## src/rtl/sdc_params.svh

```systemverilog
`ifndef SDC_PARAMS_SVH
`define SDC_PARAMS_SVH
// frame and checksum width
`define SDC_WORD_W 8
// transmit and receive buffer depth
`define SDC_BUF_DEPTH 2
// system clock and master serial clock, in ns
`define SDC_CLK_PERIOD_NS 10
`define SDC_SCK_PERIOD_NS 80
// system clocks per half serial clock period
`define SDC_HALF_CYC ((`SDC_SCK_PERIOD_NS / `SDC_CLK_PERIOD_NS) / 2)
// last bit index of a frame
`define SDC_LAST_BIT 3'h7
// reset values
`define SDC_RST_WORD 8'h00
`endif

```

## src/rtl/sdc_pkg.sv

```systemverilog
package sdc_pkg;
`include "sdc_params.svh"
  typedef logic [`SDC_WORD_W-1:0] sdc_word_t;
  typedef enum logic {SDC_IDLE, SDC_SHIFT} sdc_state_t;
endpackage

```

## src/rtl/sdc_buf.sv

```systemverilog
`timescale 1ns/10ps
module sdc_buf #(
  parameter int W = 8,
  parameter int D = 2
) (
  // clock and reset
  input wire logic clk_i,
  input wire logic rst_i,
  // fill side
  input wire logic [W-1:0] in_data_i,
  input wire logic in_valid_i,
  output logic in_ready_o,
  // drain side
  output logic [W-1:0] out_data_o,
  output logic out_valid_o,
  input wire logic out_ready_i
);
  localparam int AW = (D > 1) ? $clog2(D) : 1;
  logic [W-1:0] mem [D];
  logic [AW-1:0] wr_idx;
  logic [AW-1:0] rd_idx;
  logic [AW:0] count;
  logic push;
  logic pop;

  assign in_ready_o = (count != (AW+1)'(D));
  assign out_valid_o = (count != '0);
  assign out_data_o = mem[rd_idx];
  assign push = in_valid_i & in_ready_o;
  assign pop = out_valid_o & out_ready_i;

  function automatic logic [AW-1:0] bump(input logic [AW-1:0] idx);
    bump = (idx == AW'(D - 1)) ? '0 : AW'(idx + 1'b1);
  endfunction

  always_ff @(posedge clk_i or posedge rst_i) begin
    if (rst_i) begin
      wr_idx <= '0;
      rd_idx <= '0;
      count <= '0;
    end else begin
      if (push) begin
        wr_idx <= bump(wr_idx);
      end
      if (pop) begin
        rd_idx <= bump(rd_idx);
      end
      if (push & ~pop) begin
        count <= (AW+1)'(count + 1'b1);
      end else if (pop & ~push) begin
        count <= (AW+1)'(count - 1'b1);
      end
    end
  end

  always_ff @(posedge clk_i or posedge rst_i) begin
    if (rst_i) begin
      for (int i = 0; i < D; i++) begin
        mem[i] <= '0;
      end
    end else if (push) begin
      mem[wr_idx] <= in_data_i;
    end
  end
endmodule

```

## src/rtl/sdc_crc.sv

```systemverilog
`timescale 1ns/10ps
module sdc_crc import sdc_pkg::*; (
  // clock and reset
  input wire logic clk_i,
  input wire logic rst_i,
  // control
  input wire logic clear_i,
  input wire logic bit_valid_i,
  input wire logic bit_i,
  input wire sdc_word_t poly_i,
  // result
  output sdc_word_t crc_o
);
  // msb-first serial division, one bit per sample event
  always_ff @(posedge clk_i or posedge rst_i) begin
    if (rst_i) begin
      crc_o <= `SDC_RST_WORD;
    end else if (clear_i) begin
      crc_o <= `SDC_RST_WORD;
    end else if (bit_valid_i) begin
      crc_o <= {crc_o[`SDC_WORD_W-2:0], 1'b0} ^ ((crc_o[`SDC_WORD_W-1] ^ bit_i) ? poly_i : `SDC_RST_WORD);
    end
  end
endmodule

```

## src/rtl/sdc_top.sv

```systemverilog
`timescale 1ns/10ps
module sdc_top import sdc_pkg::*; (
  // clock and reset
  input wire logic clk_i,
  input wire logic rst_i,
  // control register a access
  input wire logic ctl_write_i,
  input wire logic peripheral_enable_i,
  input wire logic master_select_i,
  output logic peripheral_enable_o,
  output logic master_select_o,
  // configuration levels
  input wire logic soft_select_mode_i,
  input wire logic soft_select_level_i,
  input wire logic select_output_enable_i,
  input wire logic rx_only_i,
  input wire logic tx_only_i,
  input wire logic ti_mode_i,
  input wire logic checksum_enable_i,
  input wire logic checksum_next_i,
  input wire sdc_word_t poly_i,
  input wire logic tx_dma_enable_i,
  input wire logic rx_dma_enable_i,
  input wire logic dma_last_i,
  // interrupt enables
  input wire logic tx_empty_irq_enable_i,
  input wire logic rx_full_irq_enable_i,
  input wire logic error_irq_enable_i,
  // status access and flag clears
  input wire logic stat_access_i,
  input wire logic checksum_error_clear_i,
  input wire logic format_error_clear_i,
  // transmit data
  input wire sdc_word_t tx_data_i,
  input wire logic tx_valid_i,
  output logic tx_ready_o,
  // receive data
  output sdc_word_t rx_data_o,
  output logic rx_valid_o,
  input wire logic rx_ready_i,
  // status flags
  output logic tx_empty_flag_o,
  output logic rx_full_flag_o,
  output logic shift_active_flag_o,
  output logic config_fault_flag_o,
  output logic rx_overrun_flag_o,
  output logic checksum_error_flag_o,
  output logic format_error_flag_o,
  output sdc_word_t tx_checksum_o,
  output sdc_word_t rx_checksum_o,
  // dma and interrupt
  output logic tx_dma_req_o,
  output logic rx_dma_req_o,
  output logic irq_o,
  // serial pins, enables active low
  input wire logic sck_i,
  output logic sck_o,
  output logic sck_oe_n_o,
  input wire logic nss_i,
  output logic nss_o,
  output logic nss_oe_n_o,
  input wire logic mosi_i,
  output logic mosi_o,
  output logic mosi_oe_n_o,
  input wire logic miso_i,
  output logic miso_o,
  output logic miso_oe_n_o
);
  // ----------------------------------------------------------------
  // pin synchronisers
  // ----------------------------------------------------------------
  logic [2:0] sck_q;
  logic [2:0] nss_q;
  logic [1:0] mosi_q;
  logic [1:0] miso_q;

  always_ff @(posedge clk_i or posedge rst_i) begin
    if (rst_i) begin
      sck_q <= 3'h0;
      nss_q <= 3'h7;
      mosi_q <= 2'h0;
      miso_q <= 2'h0;
    end else begin
      sck_q <= {sck_q[1:0], sck_i};
      nss_q <= {nss_q[1:0], nss_i};
      mosi_q <= {mosi_q[0], mosi_i};
      miso_q <= {miso_q[0], miso_i};
    end
  end

  // ----------------------------------------------------------------
  // shared state and events
  // ----------------------------------------------------------------
  sdc_state_t state;
  logic en;
  logic mst;
  logic m_sck;
  logic [3:0] div_cnt;
  logic [2:0] bit_cnt;
  logic got_all;
  logic crc_frame;
  logic crc_pending;
  sdc_word_t shift_out;
  sdc_word_t shift_in;
  logic config_fault;
  logic fault_armed;
  logic overrun;
  logic overrun_armed;
  logic crc_err;
  logic fmt_err;
  sdc_word_t tx_word;
  logic tx_avail;
  logic rx_buf_ready;

  logic nss_low;
  logic nss_edge;
  logic s_rise;
  logic s_fall;
  logic m_tick;
  logic ev_sample;
  logic ev_shift;
  logic din;
  logic finish;
  logic slave_go;
  logic master_go;
  logic cont;
  logic load;
  logic load_crc;
  logic tx_pop;
  logic rx_push;
  logic fault_now;

  assign nss_low = ~nss_q[1];
  assign nss_edge = nss_q[1] ^ nss_q[2];
  assign s_rise = ~mst & (state == SDC_SHIFT) & sck_q[1] & ~sck_q[2];
  assign s_fall = ~mst & (state == SDC_SHIFT) & ~sck_q[1] & sck_q[2];
  assign m_tick = mst & (state == SDC_SHIFT) & (div_cnt == 4'(`SDC_HALF_CYC - 1));
  assign ev_sample = mst ? (m_tick & ~m_sck) : s_rise;
  assign ev_shift = mst ? (m_tick & m_sck) : s_fall;
  assign din = mst ? miso_q[1] : mosi_q[1];
  assign finish = ev_shift & got_all;

  // slave frames run while selected, TI frames on the clock alone
  assign slave_go = ~mst & en & (ti_mode_i | nss_low);
  assign master_go = mst & en & (tx_avail | rx_only_i | crc_pending);
  assign cont = mst ? master_go : slave_go;
  assign load = ((state == SDC_IDLE) & (mst ? master_go : slave_go)) | (finish & cont);

  // receive-only sends its checksum frame right after the last data frame
  assign load_crc = load & crc_pending & (rx_only_i ? finish : ~tx_avail);
  assign tx_pop = load & ~load_crc & ~rx_only_i & tx_avail;
  assign rx_push = finish & ~crc_frame & ~tx_only_i & rx_buf_ready;

  // ----------------------------------------------------------------
  // buffers
  // ----------------------------------------------------------------
  sdc_buf #(.W(`SDC_WORD_W), .D(`SDC_BUF_DEPTH)) u_tx_buf (
    .clk_i(clk_i),
    .rst_i(rst_i),
    .in_data_i(tx_data_i),
    .in_valid_i(tx_valid_i),
    .in_ready_o(tx_ready_o),
    .out_data_o(tx_word),
    .out_valid_o(tx_avail),
    .out_ready_i(tx_pop)
  );

  sdc_buf #(.W(`SDC_WORD_W), .D(`SDC_BUF_DEPTH)) u_rx_buf (
    .clk_i(clk_i),
    .rst_i(rst_i),
    .in_data_i(shift_in),
    .in_valid_i(rx_push),
    .in_ready_o(rx_buf_ready),
    .out_data_o(rx_data_o),
    .out_valid_o(rx_valid_o),
    .out_ready_i(rx_ready_i)
  );

  // ----------------------------------------------------------------
  // checksum calculators
  // ----------------------------------------------------------------
  // checksum frames are kept out of the sums so the received one can be compared directly
  sdc_crc u_tx_crc (
    .clk_i(clk_i),
    .rst_i(rst_i),
    .clear_i(~checksum_enable_i),
    .bit_valid_i(ev_sample & ~crc_frame),
    .bit_i(shift_out[`SDC_WORD_W-1]),
    .poly_i(poly_i),
    .crc_o(tx_checksum_o)
  );

  sdc_crc u_rx_crc (
    .clk_i(clk_i),
    .rst_i(rst_i),
    .clear_i(~checksum_enable_i),
    .bit_valid_i(ev_sample & ~crc_frame),
    .bit_i(din),
    .poly_i(poly_i),
    .crc_o(rx_checksum_o)
  );

  // ----------------------------------------------------------------
  // frame sequencing
  // ----------------------------------------------------------------
  always_ff @(posedge clk_i or posedge rst_i) begin
    if (rst_i) begin
      state <= SDC_IDLE;
    end else if (load) begin
      state <= SDC_SHIFT;
    end else begin
      case (state)
        SDC_IDLE: state <= SDC_IDLE;
        SDC_SHIFT: begin
          // outside TI mode, a deselected slave drops a partial frame
          if (finish | (~mst & ~ti_mode_i & ~nss_low)) begin
            state <= SDC_IDLE;
          end
        end
        default: state <= SDC_IDLE;
      endcase
    end
  end

  always_ff @(posedge clk_i or posedge rst_i) begin
    if (rst_i) begin
      div_cnt <= 4'h0;
      m_sck <= 1'b0;
    end else if (~mst | (state != SDC_SHIFT) | load) begin
      div_cnt <= 4'h0;
      m_sck <= 1'b0;
    end else if (m_tick) begin
      div_cnt <= 4'h0;
      m_sck <= ~m_sck;
    end else begin
      div_cnt <= 4'(div_cnt + 1'b1);
    end
  end

  always_ff @(posedge clk_i or posedge rst_i) begin
    if (rst_i) begin
      bit_cnt <= 3'h0;
      got_all <= 1'b0;
    end else if (load | (state == SDC_IDLE)) begin
      bit_cnt <= 3'h0;
      got_all <= 1'b0;
    end else if (ev_sample) begin
      bit_cnt <= 3'(bit_cnt + 1'b1);
      got_all <= (bit_cnt == `SDC_LAST_BIT);
    end
  end

  always_ff @(posedge clk_i or posedge rst_i) begin
    if (rst_i) begin
      shift_out <= `SDC_RST_WORD;
      shift_in <= `SDC_RST_WORD;
      crc_frame <= 1'b0;
    end else begin
      if (load) begin
        // an empty buffer sends zeros
        shift_out <= load_crc ? tx_checksum_o : (tx_pop ? tx_word : `SDC_RST_WORD);
        crc_frame <= load_crc;
      end else if (ev_shift) begin
        shift_out <= {shift_out[`SDC_WORD_W-2:0], 1'b0};
      end
      if (ev_sample) begin
        shift_in <= {shift_in[`SDC_WORD_W-2:0], din};
      end
    end
  end

  always_ff @(posedge clk_i or posedge rst_i) begin
    if (rst_i) begin
      crc_pending <= 1'b0;
    end else if (~checksum_enable_i | load_crc) begin
      crc_pending <= 1'b0;
    end else if (checksum_next_i | (dma_last_i & (tx_dma_enable_i | rx_dma_enable_i))) begin
      crc_pending <= 1'b1;
    end
  end

  // ----------------------------------------------------------------
  // control bits and configuration fault
  // ----------------------------------------------------------------
  assign fault_now = mst & (soft_select_mode_i ? ~soft_select_level_i : (~select_output_enable_i & nss_low));

  always_ff @(posedge clk_i or posedge rst_i) begin
    if (rst_i) begin
      en <= 1'b0;
      mst <= 1'b0;
    end else if (fault_now) begin
      en <= 1'b0;
      mst <= 1'b0;
    end else if (ctl_write_i & ~config_fault) begin
      en <= peripheral_enable_i;
      mst <= master_select_i;
    end
  end

  always_ff @(posedge clk_i or posedge rst_i) begin
    if (rst_i) begin
      config_fault <= 1'b0;
      fault_armed <= 1'b0;
    end else if (fault_now) begin
      config_fault <= 1'b1;
      fault_armed <= 1'b0;
    end else if (config_fault & fault_armed & ctl_write_i) begin
      config_fault <= 1'b0;
      fault_armed <= 1'b0;
    end else if (config_fault & stat_access_i) begin
      fault_armed <= 1'b1;
    end
  end

  // ----------------------------------------------------------------
  // receive errors
  // ----------------------------------------------------------------
  always_ff @(posedge clk_i or posedge rst_i) begin
    if (rst_i) begin
      overrun <= 1'b0;
      overrun_armed <= 1'b0;
    end else if (finish & ~crc_frame & ~tx_only_i & ~rx_buf_ready) begin
      overrun <= 1'b1;
      overrun_armed <= 1'b0;
    end else if (overrun & overrun_armed & stat_access_i) begin
      overrun <= 1'b0;
      overrun_armed <= 1'b0;
    end else if (overrun & rx_valid_o & rx_ready_i) begin
      overrun_armed <= 1'b1;
    end
  end

  always_ff @(posedge clk_i or posedge rst_i) begin
    if (rst_i) begin
      crc_err <= 1'b0;
    end else if (finish & crc_frame & checksum_enable_i & (shift_in != rx_checksum_o)) begin
      crc_err <= 1'b1;
    end else if (checksum_error_clear_i) begin
      crc_err <= 1'b0;
    end
  end

  always_ff @(posedge clk_i or posedge rst_i) begin
    if (rst_i) begin
      fmt_err <= 1'b0;
    end else if (~mst & en & ti_mode_i & nss_edge & (state == SDC_SHIFT) & (bit_cnt != 3'h0)) begin
      fmt_err <= 1'b1;
    end else if (format_error_clear_i) begin
      fmt_err <= 1'b0;
    end
  end

  // ----------------------------------------------------------------
  // outputs
  // ----------------------------------------------------------------
  assign peripheral_enable_o = en;
  assign master_select_o = mst;
  assign tx_empty_flag_o = ~tx_avail;
  assign rx_full_flag_o = rx_valid_o;
  assign shift_active_flag_o = (state == SDC_SHIFT);
  assign config_fault_flag_o = config_fault;
  assign rx_overrun_flag_o = overrun;
  assign checksum_error_flag_o = crc_err;
  assign format_error_flag_o = fmt_err;
  assign tx_dma_req_o = tx_dma_enable_i & ~tx_avail;
  assign rx_dma_req_o = rx_dma_enable_i & rx_valid_o;

  // shift activity is deliberately absent from the interrupt
  assign irq_o = (tx_empty_irq_enable_i & ~tx_avail) | (rx_full_irq_enable_i & rx_valid_o) |
                 (error_irq_enable_i & (config_fault | overrun | crc_err | fmt_err));

  assign sck_o = m_sck;
  assign sck_oe_n_o = ~(mst & en);
  assign nss_o = 1'b0;
  assign nss_oe_n_o = ~(mst & en & select_output_enable_i & ~soft_select_mode_i);
  assign mosi_o = shift_out[`SDC_WORD_W-1];
  assign mosi_oe_n_o = ~(mst & en & ~rx_only_i);
  assign miso_o = shift_out[`SDC_WORD_W-1];
  assign miso_oe_n_o = ~(~mst & en & ~rx_only_i & (state == SDC_SHIFT));
endmodule

```

## config.mk

```make
export PLATFORM = sky130hd
export DESIGN_NAME = sdc_top
export DESIGN_NICKNAME = d
export VERILOG_FILES = /design/src/rtl/sdc_pkg.sv /design/src/rtl/sdc_buf.sv /design/src/rtl/sdc_crc.sv /design/src/rtl/sdc_top.sv
export VERILOG_INCLUDE_DIRS = /design/src /design/src/rtl
export SDC_FILE = /design/constraint.sdc
export NUM_CORES = 1
export LEC_CHECK = 0
export BUFFER_PORTS_ARGS = -buffer_cell sky130_fd_sc_hd__buf_2
export CAP_MARGIN = 10
export CORE_ASPECT_RATIO = 0.5
export CORE_MARGIN = 5
export CORE_UTILIZATION = 28
export CTS_BUF_LIST = sky130_fd_sc_hd__clkbuf_4 sky130_fd_sc_hd__clkbuf_8
export DETAILED_ROUTE_END_ITERATION = 10
export PLACE_DENSITY = 0.49
export SYNTH_ARGS = -nofsm -noshare
export SYNTH_HDL_FRONTEND = slang
export SYNTH_SLANG_ARGS = --single-unit
```

## constraint.sdc

```tcl
create_clock -name clk_i -period 3.7 [get_ports clk_i]
set_input_delay 0.185 -clock clk_i [delete_from_list [all_inputs] [get_ports clk_i]]
set_output_delay 0.185 -clock clk_i [all_outputs]
set_load 0.005 [all_outputs]
```

==> out/metrics.cfg <==
[clock_tree]
clk_pin_slew_worst_paths_ps = 100
htree_levels = 3
clock_latency_ps = 370
cts.sinks = 102
cts_buffer_depth = 2
tritoncts = yes
ctsResizeCount = 0
clockRootBuffer = clkbuf_8
post_cts_buffers = 0
cts_inserted_buffers = 9

[sta]
skew_ps = 11.9
slew_headroom = 0.390
drv_slew = 0
period_minus_slack_ps = 2550
final.setup.tns_ps = 0
setup_viol = 0
worst_pin_slew_ps = 915
hold_violations = 0
finalCritPeriodShare = 0.688
max_freq_ghz = 0.393
rsz0062_at_grt = no

[synth]
yosysWarnings = 0
async_flop_share = 1.00
synth_area_sq_mm = 0.00489
avgSynthCellArea_sq_um = 11.9
syn_inst = 411
synth_ff_type = dfrtp_1
yosysSeqAreaShare = 0.523
synth-seq-cells = 102
synth_nets = 461
synth_edf_count = 0
ys_types = 63

[die]
io_pins = 90
die_w_um = 197
start_util = 0.283
core-area_sq_mm = 0.0173
row_count = 34
die_area_sq_mm = 0.0204
die_y_um = 103

[grt]
grt.total_usage = 0.111
first_global_vias = 3291
grt_pass1_wl_um = 18000
overflow = 0
grt_max_degree = 72
antenna_found_initial = 0

[critical_path]
worstSetupEndpointType = register
arrival_ps = 2840
worst-path-max-fanout = 15
worstPathRequired_ps = 3990
reg2reg_depth = 7
worst-setup-path-type = register to register
cp-start-kind = register

[detailed_routing]
via_count = 3280
vias_per_cell = 4.42
first_iter_violations = 162
antenna_left = 0
first_pass_iters = 4
drc = 0
wl_um = 11000
wl_per_cell_um = 14.8

[cells_and_area]
nets = 553
final_common_cell = dfrtp_1
layoutNonFillerInstCount = 742
areaGrowthSynthToFinish_pct = 18.5
antenna_cells = 0
final_cell_mix = 99 x dfrtp_1, 88 x buf_2, 45 x nand2_1
drive_gt1_frac = 0.346

[power_and_ir_drop]
switchingPower_w = 0.00126
seqPwrFrac = 0.493
power.density_mw_per_mm2 = 599
power.share.combinational = 0.308
p_leak_nw = 2.78
clockPowerShare = 0.199
p_int_w = 0.00221
swShare = 0.363
vdd_drop_max_uv = 228

[status]
status = completed

[placement]
routabilityCongestion = 0.734
dp_hpwl_um = 8070
dp.cells = 719
portBuffers = 88

[job]
maxCapViolations = 0

[worst_hold_path]
min_path_type = input pin to asynchronous set/reset pin

-- layer usage --
metal / track usage / vias to the layer above / wire length [um]
met5: 0 / - / 0
met4: 0.0288 / 0 / 120
met3: 0.0243 / 10 / 229
met2: 0.185 / 38 / 5330
met1: 0.150 / 1624 / 5280
li1: - / 1608 / -
-- synthesized netlist by cell type (all sizes together) (2+ instances only) --
master  count  area [sq um]
a211oi      2          27.5
a21o        3          22.5
a21oi       5          25.0
a22oi       8          65.1
a311oi      2          17.5
a31oi       2          18.8
and2        2          12.5
and3        2          12.5
buf        12          92.6
clkbuf      4          16.3
dfrtp      99          2480
dfstp       3          78.8
ha          6          75.1
inv        13          48.8
mux2       47           559
mux2i      21           226
nand2      48           193
nand2b      3          26.3
nand3       6          30.0
nand4       3          18.8
nor2       28           108
nor2b       2          20.0
nor3        2          10.0
o21ai      27           135
o22ai       2          26.3
o32ai       2          17.5
or2         4          25.0
xnor2      17           168
xor2       21           184
-- registers in the layout, summed over array words and instances (netlist names), 2 cells and up --
name	count
bit_cnt	3
div_cnt	4
miso_q	2
mosi_q	2
nss_q	3
sck_q	3
shift_in	8
shift_out	8
u_rx_buf.count	2
u_rx_buf.mem	16
u_rx_crc.crc_o	8
u_tx_buf.count	2
u_tx_buf.mem	16
u_tx_crc.crc_o	8
-- through the flow --
stage          hold slack [ps]  total power, W  setup WS, ps  utilization  area (sq um)
2_1_floorplan              189         0.00250           844            -          4890
3_3_place_gp               292         0.00281          1230        0.320          5530
3_5_place_dp               294         0.00283          1180        0.320          5530
4_1_cts                   12.2         0.00354          1150        0.335          5790
5_1_grt                   22.2         0.00373           991        0.335          5790
6_report                0.0853         0.00347          1150        0.335          5790
-- logic make-up (layout without fill, tap and decap cells) --
logic type | count (synthesis) | count (layout) | share of synthesized area
compound gates | 60 | 60 | 0.0862
xor+xnor | 38 | 38 | 0.0719
fa+ha+maj | 6 | 6 | 0.0154
buf+inv | 29 | 126 | 0.0322
flops | 102 | 102 | 0.523
mux | 68 | 68 | 0.161
other cells | 1 | 1 | 0.000767
simple gates | 107 | 107 | 0.110
-- layout make-up --
class,count,area (sq um)
well taps,234,293
clock buffers,10,138
repair buffers,97,526
inverters,13,51.3
flip-flops and latches,102,2560
multi-input cells,280,2180
clock inverters,6,55.1
fillers,1796,11500
-- final timing paths --
check,start,end,slack (ps)
hold reg to reg,sck_q[0]$_DFF_PP0_,sck_q[1]$_DFF_PP0_,350
setup reg to reg,master_select_o$_DFFE_PP0P_,u_tx_buf.count[1]$_DFFE_PP0P_,1150
max in group asynchronous,rst_i,shift_out[5]$_DFFE_PP0P_,2900
hold / removal,rst_i,overrun_armed$_DFFE_PP0P_,0.09
min in group clk_i,stat_access_i,overrun_armed$_DFFE_PP0P_,40
setup / recovery,master_select_o$_DFFE_PP0P_,u_tx_buf.count[1]$_DFFE_PP0P_,1150
-- critical path: stages, from the launching register on --
cell      delay (ps)
dfrtp_1          750
nor3b_1          230
a211oi_4         400
nand2_4          180
or2_1            280
ha_1             330
nor2_1           130
xor2_1           150
-- power groups by stage --
stage,Combinational (W),Clock [W],Sequential [W]
final,0.00107,0.000691,0.00171
after global routing,0.00120,0.000769,0.00177
after CTS,0.00110,0.000726,0.00172
after detailed placement,0.00108,0,0.00174
after global placement,0.00108,0,0.00174
after floorplan,0.000913,0,0.00159
-- what timing repair did --
| item | CTS | global route |
|---|---|---|
| setup endpoints to repair | 0 | 0 |
| hold endpoints to repair | 7 | 0 |
| hold buffers | 7 | 0 |
Note: power is estimated with default switching activity, not from simulation.
